### config.mk
export PLATFORM = sky130hd
export DESIGN_NAME = nppr_regs
export DESIGN_NICKNAME = d
export VERILOG_FILES = /design/src/hw/nppr_word_capture.v /design/src/hw/nppr_regs.v
export VERILOG_INCLUDE_DIRS = /design/src /design/src/hw
export SDC_FILE = /design/constraint.sdc
export NUM_CORES = 1
export LEC_CHECK = 0
export ABC_AREA = 1
export BUFFER_PORTS_ARGS = -buffer_cell sky130_fd_sc_hd__clkbuf_2
export CAP_MARGIN = 20
export CORE_UTILIZATION = 45
export DETAILED_ROUTE_END_ITERATION = 7
export PLACE_DENSITY = 0.79
export SYNTH_ARGS = -nofsm -noshare
export SYNTH_HDL_FRONTEND = slang
export SYNTH_SLANG_ARGS = --single-unit
### constraint.sdc
create_clock -name ref_clk_i -period 1.85 [get_ports ref_clk_i]
set_input_delay 0.185 -clock ref_clk_i [delete_from_list [all_inputs] [get_ports ref_clk_i]]
set_output_delay 0.185 -clock ref_clk_i [all_outputs]
set_load 0.01 [all_outputs]
### src/hw/nppr_defines.vh
// constants for the next page partner word register block
`ifndef NPPR_DEFINES_VH
`define NPPR_DEFINES_VH
// the word register index is kept; its byte address is four times the index
`define NPPR_IDX_WORD      6'h08
`define NPPR_OFF_WORD      {`NPPR_IDX_WORD, 2'h0}
`define NPPR_OFF_STATUS    8'h40
`define NPPR_OFF_BASE      8'h44
`define NPPR_WORD_RESET    16'h0000
`define NPPR_BIT_MORE      15
`define NPPR_BIT_RSVD      14
`define NPPR_BIT_MSG       13
`define NPPR_BIT_COMPLY_ACK_FLAG      12
`define NPPR_BIT_TOGGLE    11
`define NPPR_CODE_HI       10
`define NPPR_CODE_LO       0
`define NPPR_BASE_TOG_BIT  11
`define NPPR_STAT_SEEN     0
`define NPPR_STAT_EXP      1
`define NPPR_STAT_ERR      2
`define NPPR_RESP_OKAY     2'h0
`define NPPR_RESP_SLVERR   2'h2
`define NPPR_ADDR_W        8
`endif

### src/hw/nppr_word_capture.v
// captures the partner next page word and tracks the expected toggle
`timescale 1ns/100ps
`default_nettype none
`include "nppr_defines.vh"
module nppr_word_capture
(
  input  wire        ref_clk_i,
  input  wire        rst_i,
  input  wire        page_valid_i,
  input  wire [15:0] page_word_i,
  input  wire        exchange_start_i,
  input  wire        base_word_tog_i,
  output wire [15:0] word_o,
  output wire        expect_tog_o,
  output wire        tog_err_o,
  output wire        new_page_o
);
  reg [15:0] word_ff;
  reg        expect_tog_ff;
  reg        tog_err_ff;
  reg        new_page_ff;
  reg [15:0] nxt_word;

  assign word_o       = word_ff;
  assign expect_tog_o = expect_tog_ff;
  assign tog_err_o    = tog_err_ff;
  assign new_page_o   = new_page_ff;

  always @*
  begin
    nxt_word = page_word_i;
    nxt_word[`NPPR_BIT_RSVD] = 1'b0;
  end

  always @(posedge ref_clk_i or posedge rst_i)
  begin
    if (rst_i)
    begin
      word_ff       <= `NPPR_WORD_RESET;
      expect_tog_ff <= 1'b0;
      tog_err_ff    <= 1'b0;
      new_page_ff   <= 1'b0;
    end
    else
    begin
      // a page dropped by an exchange start must not mark a new word
      new_page_ff <= page_valid_i & ~exchange_start_i;
      if (exchange_start_i)
      begin
        // first page of an exchange carries the inverse of the base word toggle
        expect_tog_ff <= ~base_word_tog_i;
        tog_err_ff    <= 1'b0;
      end
      else if (page_valid_i)
      begin
        word_ff       <= nxt_word;
        tog_err_ff    <= (page_word_i[`NPPR_BIT_TOGGLE] != expect_tog_ff);
        expect_tog_ff <= ~page_word_i[`NPPR_BIT_TOGGLE];
      end
    end
  end
endmodule
`default_nettype wire

### src/hw/nppr_regs.v
// axi4-lite register bank holding the partner next page word
//
// Decided for this implementation: the AXI4-Lite interface to the registers.
`timescale 1ns/100ps
`default_nettype none
`include "nppr_defines.vh"
module nppr_regs
(
  input  wire        ref_clk_i,
  input  wire        rst_i,
  input  wire        page_valid_i,
  input  wire [15:0] page_word_i,
  input  wire        exchange_start_i,
  input  wire        s_axi_awvalid,
  output wire        s_axi_awready,
  input  wire [7:0]  s_axi_awaddr,
  input  wire        s_axi_wvalid,
  output wire        s_axi_wready,
  input  wire [31:0] s_axi_wdata,
  input  wire [3:0]  s_axi_wstrb,
  output reg         s_axi_bvalid,
  input  wire        s_axi_bready,
  output reg  [1:0]  s_axi_bresp,
  input  wire        s_axi_arvalid,
  output wire        s_axi_arready,
  input  wire [7:0]  s_axi_araddr,
  output reg         s_axi_rvalid,
  input  wire        s_axi_rready,
  output reg  [31:0] s_axi_rdata,
  output reg  [1:0]  s_axi_rresp
);
  reg        aw_ff;
  reg [7:0]  awaddr_ff;
  reg        w_ff;
  reg [31:0] wdata_ff;
  reg        base_lane_ff;
  reg        base_tog_ff;
  reg        seen_ff;
  wire [15:0] word;
  wire        expect_tog;
  wire        tog_err;
  wire        new_page;
  reg  [31:0] nxt_rdata;
  reg  [1:0]  nxt_rresp;

  nppr_word_capture u_cap
  (
    .ref_clk_i        (ref_clk_i),
    .rst_i            (rst_i),
    .page_valid_i     (page_valid_i),
    .page_word_i      (page_word_i),
    .exchange_start_i (exchange_start_i),
    .base_word_tog_i  (base_tog_ff),
    .word_o           (word),
    .expect_tog_o     (expect_tog),
    .tog_err_o        (tog_err),
    .new_page_o       (new_page)
  );

  assign s_axi_awready = ~aw_ff & ~s_axi_bvalid;
  assign s_axi_wready  = ~w_ff & ~s_axi_bvalid;
  assign s_axi_arready = ~s_axi_rvalid;

  // write channel; the partner word register ignores writes
  always @(posedge ref_clk_i or posedge rst_i)
  begin
    if (rst_i)
    begin
      aw_ff        <= 1'b0;
      awaddr_ff    <= 8'h00;
      w_ff         <= 1'b0;
      wdata_ff     <= 32'h00000000;
      s_axi_bvalid <= 1'b0;
      s_axi_bresp  <= `NPPR_RESP_OKAY;
      base_tog_ff  <= 1'b0;
      base_lane_ff <= 1'b0;
    end
    else
    begin
      if (s_axi_awvalid && s_axi_awready)
      begin
        aw_ff     <= 1'b1;
        awaddr_ff <= s_axi_awaddr;
      end
      if (s_axi_wvalid && s_axi_wready)
      begin
        w_ff     <= 1'b1;
        wdata_ff <= s_axi_wdata;
        // strobe is only valid with the data beat, so keep it with the data
        base_lane_ff <= s_axi_wstrb[`NPPR_BASE_TOG_BIT / 8];
      end
      if (aw_ff && w_ff && !s_axi_bvalid)
      begin
        aw_ff        <= 1'b0;
        w_ff         <= 1'b0;
        s_axi_bvalid <= 1'b1;
        if (awaddr_ff == `NPPR_OFF_BASE)
        begin
          if (base_lane_ff)
            base_tog_ff <= wdata_ff[`NPPR_BASE_TOG_BIT];
          s_axi_bresp <= `NPPR_RESP_OKAY;
        end
        else if (awaddr_ff == `NPPR_OFF_WORD || awaddr_ff == `NPPR_OFF_STATUS)
          s_axi_bresp <= `NPPR_RESP_OKAY;
        else
          s_axi_bresp <= `NPPR_RESP_SLVERR;
      end
      else if (s_axi_bvalid && s_axi_bready)
        s_axi_bvalid <= 1'b0;
    end
  end

  // page-seen flag: a new word wins over the clear on status read
  always @(posedge ref_clk_i or posedge rst_i)
  begin
    if (rst_i)
      seen_ff <= 1'b0;
    else if (new_page)
      seen_ff <= 1'b1;
    else if (s_axi_arvalid && s_axi_arready && s_axi_araddr == `NPPR_OFF_STATUS)
      seen_ff <= 1'b0;
  end

  always @*
  begin
    nxt_rdata = 32'h00000000;
    nxt_rresp = `NPPR_RESP_OKAY;
    case (s_axi_araddr)
      `NPPR_OFF_WORD:   nxt_rdata[15:0] = word;
      `NPPR_OFF_STATUS:
      begin
        nxt_rdata[`NPPR_STAT_SEEN] = seen_ff;
        nxt_rdata[`NPPR_STAT_EXP]  = expect_tog;
        nxt_rdata[`NPPR_STAT_ERR]  = tog_err;
      end
      `NPPR_OFF_BASE:   nxt_rdata[`NPPR_BASE_TOG_BIT] = base_tog_ff;
      default:          nxt_rresp = `NPPR_RESP_SLVERR;
    endcase
  end

  always @(posedge ref_clk_i or posedge rst_i)
  begin
    if (rst_i)
    begin
      s_axi_rvalid <= 1'b0;
      s_axi_rdata  <= 32'h00000000;
      s_axi_rresp  <= `NPPR_RESP_OKAY;
    end
    else if (s_axi_arvalid && s_axi_arready)
    begin
      s_axi_rvalid <= 1'b1;
      s_axi_rdata  <= nxt_rdata;
      s_axi_rresp  <= nxt_rresp;
    end
    else if (s_axi_rvalid && s_axi_rready)
      s_axi_rvalid <= 1'b0;
  end
endmodule
`default_nettype wire

# --- Word level (Yosys, flattened, before mapping) ---
# Cells that the tools add are included.
word_totals:
  out_inout_bits: 41
  inputBits: 77
  ff_bits: 65
  wordCells: 73
classes:
  reduce_logical: 19
  n_eq_ne: 7
  bitwise_logic: 10
  muxes: 21
ops:
  columns: ["op", "count"]
  rows:
  - ["$eq 8x7->1 const B", 4]
  - ["$eq 8x6->1 const B", 2]
  - ["$mux 1", 14]
  - ["$reduce_bool 2->1", 6]
  - ["$logic_and 1x1->1", 8]
  - ["$mux 8", 1]
  - ["$not 1->1", 7]
  - ["$mux 2", 3]
  - ["$pmux 3 s2", 1]
  - ["$mux 4", 1]
  - ["$and 1x1->1", 3]
  - ["$reduce_and 3->1", 1]
  - ["$reduce_or 3->1", 1]
  - ["$pmux 1 s2", 1]
  - ["$reduce_and 2->1", 1]
  - ["$logic_not 1->1", 1]
  - ["$logic_or 1x1->1", 1]
  - ["$ne 1x1->1", 1]

# --- Logic depth before layout (Yosys ltp) ---
depth:
  ltp_word: 5
  depth_mapped: 7

# --- Cells and area by module ---
# A second synthesis with hierarchy kept.
hier_totals:
  hier_cells: 295
  area_unflattened_um2: 2432.3
by_module_without_submodules:
  columns: ["module", "area_per_inst_um2", "instances", "cells_per_inst"]
  rows:
  - ["nppr_regs", 1709.1, 1, 211]
  - ["nppr_word_capture", 723.2, 1, 84]

# --- Worst setup path before layout ---
# OpenSTA, ideal clock, no wires.
synth_path:
  kind: "reg-to-reg"
  startpoint: "reg s_axi_bvalid"
  endpoint: "reg awaddr_ff[0]"
  path_buffers: 1
  required_ns: 1.725
  setup_slack_ns: 0.617
  arrival_time_ns: 1.108
  setup_ns: 0.125
  period_less_slack_ns: 1.233
  stages_incl_launch_ff: 5
  path_cell_list: "dfrtp_1 > nor2_2 > nand2_2 > buf_6 > mux2_4"
synth_via:
  elab_chain_len: 3
synth_lines:
  columns: ["item", "line_no", "source"]
  rows:
  - ["from (decl)", "nppr_regs.v:21", "output reg s_axi_bvalid,"]
  - ["from (signal assigned)", "nppr_regs.v:73", "s_axi_bvalid <= 1'b0;"]
  - ["from (signal assigned)", "nppr_regs.v:96", "s_axi_bvalid <= 1'b1;"]
  - ["from (signal assigned)", "nppr_regs.v:109", "s_axi_bvalid <= 1'b0;"]
  - ["$not 1->1", "nppr_regs.v:60", "assign s_axi_awready = ~aw_ff & ~s_axi_bvalid;"]
  - ["$and 1x1->1", "nppr_regs.v:60", null]
  - ["via s_axi_awready", "nppr_regs.v:15", "output wire s_axi_awready,"]
  - ["$logic_and 1x1->1", "nppr_regs.v:80", "if (s_axi_awvalid && s_axi_awready)"]
  - ["to (signal assigned)", "nppr_regs.v:83", "awaddr_ff <= s_axi_awaddr;"]
  - ["to (decl)", "nppr_regs.v:33", "reg [7:0] awaddr_ff;"]
# The timed path passes the listed nets, and every way through them passes these cells.
# A chain may end at the register's enable or synchronous reset.

# --- Worst setup path after layout ---
layout_path:
  startpoint: "reg s_axi_rvalid"
  endpoint: "reg s_axi_rdata[12]"
layout_via:
  elab_chain_len: 2
layout_lines:
  columns: ["item", "line_no", "source"]
  rows:
  - ["from (decl)", "nppr_regs.v:27", "output reg s_axi_rvalid,"]
  - ["from (signal assigned)", "nppr_regs.v:145", "s_axi_rvalid <= 1'b0;"]
  - ["from (signal assigned)", "nppr_regs.v:151", "s_axi_rvalid <= 1'b1;"]
  - ["from (signal assigned)", "nppr_regs.v:156", "s_axi_rvalid <= 1'b0;"]
  - ["$not 1->1", "nppr_regs.v:62", "assign s_axi_arready = ~s_axi_rvalid;"]
  - ["$logic_and 1x1->1", "nppr_regs.v:149", "else if (s_axi_arvalid && s_axi_arready)"]
  - ["to (signal assigned)", "nppr_regs.v:152", "s_axi_rdata <= nxt_rdata;"]
  - ["to (decl)", "nppr_regs.v:29", "output reg [31:0] s_axi_rdata,"]
# Every way passes these cells.

==> results.cfg <==
[sta]
setup_viol_count_final = 0
finalWorstSetupSlack_ps = 504
period_share_pct = 72.7
fin_setup_tns_ps = 0
hold_violations = 0
whs_ps = 51.5
rsz0062_at_grt = no
drv_slew = 0
finalCriticalPeriod_ps = 1350
fin_skew_ps = 4.31
max_freq_mhz = 743

[placed_design]
dpl.hpwl_um = 3120
dpl.cell_count = 383
gp_congestion = 0.764
place_worst_setup_slack_ps = 474
place_area_um2 = 2670
port_buffers = 63

[yosys]
yosysWarnings = 0
netlist_instances = 255
yosysUniqueCellTypes = 25
netlist_area_um2 = 2360
synth-seq-area-share_pct = 54.0
avgSynthCellArea_um2 = 9.27
ys_seq_elements = 51

[critical_path]
crit_top_cell = inv_2
critPathRequiredTime_ps = 2070
path_delay_family = flip-flops
path_max_fanout = 18
end_kind = flop
path_class = reg2reg
critPathLaunchType = flop
cp.arrival_ps = 1570
critPathBufInv = 2
path_cells = inv_2 -> nand2_4 -> inv_2 -> nand2_2 -> o21ai_0
crit_path_max_incr_delay_ps = 390
rrSetupSlack_ps = 500
slowest_stage = dfrtp_1

[floorplan]
rows = 26
die_x_um = 74.5
core_area_um2 = 5070
chipHeight_um = 74.5
start_util_pct = 46.6
pin_count = 118
dieArea_um2 = 5550

[detailed_routing]
routed_wl_um = 4170
drc = 0
routed_via_density = 4.55
drtIter0Drc = 45
post_drt_wl_per_cell_um = 10.7
ant_nets = 0
firstDrtPassIters = 4
vias = 1780

[clocking]
clkSinkCount = 51
cts_hold_buf = 1
cts_tree = yes
cts_root_buf = clkbuf_8
post_cts_resized = 0
htreeDepth = 2
clkTransAtPathRegs_ps = 90
numCtsBuffers = 5
post-cts-setup-buffers = 0
cts_max_path_buffers = 2
clock_latency_ps = 300

[final_layout]
fin_nets = 398
fin_cells = 391
n_antenna_cell = 0
final_common_cell = nand2_1
drive_above_1_share_pct = 31.5
postLayoutCellArea_um2 = 2770
final_util_pct = 54.6
final_cell_mix = nand2_1, clkbuf_2, dfrtp_1
syn_to_final_growth_pct = 17.2

[hold_path]
hold_path_class = in2reg

[pwr]
p_total_mw = 2.76
ir_drop_uv = 660
p_leak_nw = 1.51
powerDensity_nw_per_um2 = 996

[global_routing]
grt_pass1_vias = 1593
grt_pass1_wl_um = 6660
grt_antenna_before_repair = 0
grt_max_degree = 30
grt_usage_pct = 16.0
grt_overflow_total = 0

[run_status]
status = complete, no violations

[job]
cap_violations = 0
[routing by layer]
layer	part of all wire, %	GRT usage [%]
met5	0	0
met3	5.6	4.61
met4	1.5	5.66
met1	44	19.1
met2	49	27.5
[cell usage after synthesis]
cell / number / area share [%]
mux2_2: 2 / 0.95
xnor2_1: 1 / 0.37
a21o_1: 1 / 0.32
nor2_1: 21 / 3.3
o21ai_2: 9 / 3.3
a21oi_1: 3 / 0.64
nand4_1: 3 / 0.79
inv_2: 3 / 0.48
buf_2: 2 / 0.42
nor2_2: 3 / 0.79
dfrtp_1: 51 / 54
nor2_4: 1 / 0.48
buf_6: 2 / 0.95
nand3_2: 1 / 0.42
nand2_4: 1 / 0.48
nand3b_1: 1 / 0.32
mux2_4: 6 / 3.8
nand2_2: 2 / 0.53
nand2_1: 64 / 10
nand3_1: 16 / 3.4
conb_1: 1 / 0.16
inv_1: 25 / 4.0
o21ai_0: 14 / 3.0
buf_4: 21 / 6.7
or2_1: 1 / 0.26
[report_power, final]
| part | leakage [nW] | total [mW] | internal [mW] | switching (mW) |
|---|---|---|---|---|
| combinational | 0.829 | 0.673 | 0.315 | 0.358 |
| sequential | 0.637 | 1.46 | 1.33 | 0.132 |
| clock | 0.0470 | 0.629 | 0.294 | 0.336 |
[cell type report]
| class | count | area, µm² |
|---|---|---|
| clock buffers | 6 | 82.6 |
| well taps | 70 | 87.6 |
| multi-input cells | 169 | 860 |
| repair buffers | 66 | 353 |
| fillers | 499 | 2310 |
| flip-flops and latches | 51 | 1280 |
| inverters | 28 | 105 |
| clock inverters | 1 | 5.00 |
[worst paths after layout]
check | cells after the start | to | start
max | 5 | s_axi_rdata[12] | s_axi_rvalid
min | 2 | s_axi_bvalid | s_axi_bready
max reg2reg | 5 | s_axi_rdata[12] | s_axi_rvalid
min reg2reg | 1 | seen_ff | u_cap.new_page_o
max in group asynchronous | 4 | u_cap.word_o[4] | rst_i
min in group asynchronous | 3 | awaddr_ff[7] | rst_i
[logic make-up after synthesis]
group           Yosys count  share of synthesized area [%]
compound gates           27                           7.25
xor+xnor                  1                          0.371
mux                       8                           4.76
flops                    51                           54.0
simple gates            114                           21.0
other cells               1                          0.159
buf+inv                  53                           12.5
(Power assumes the default switching activity.)
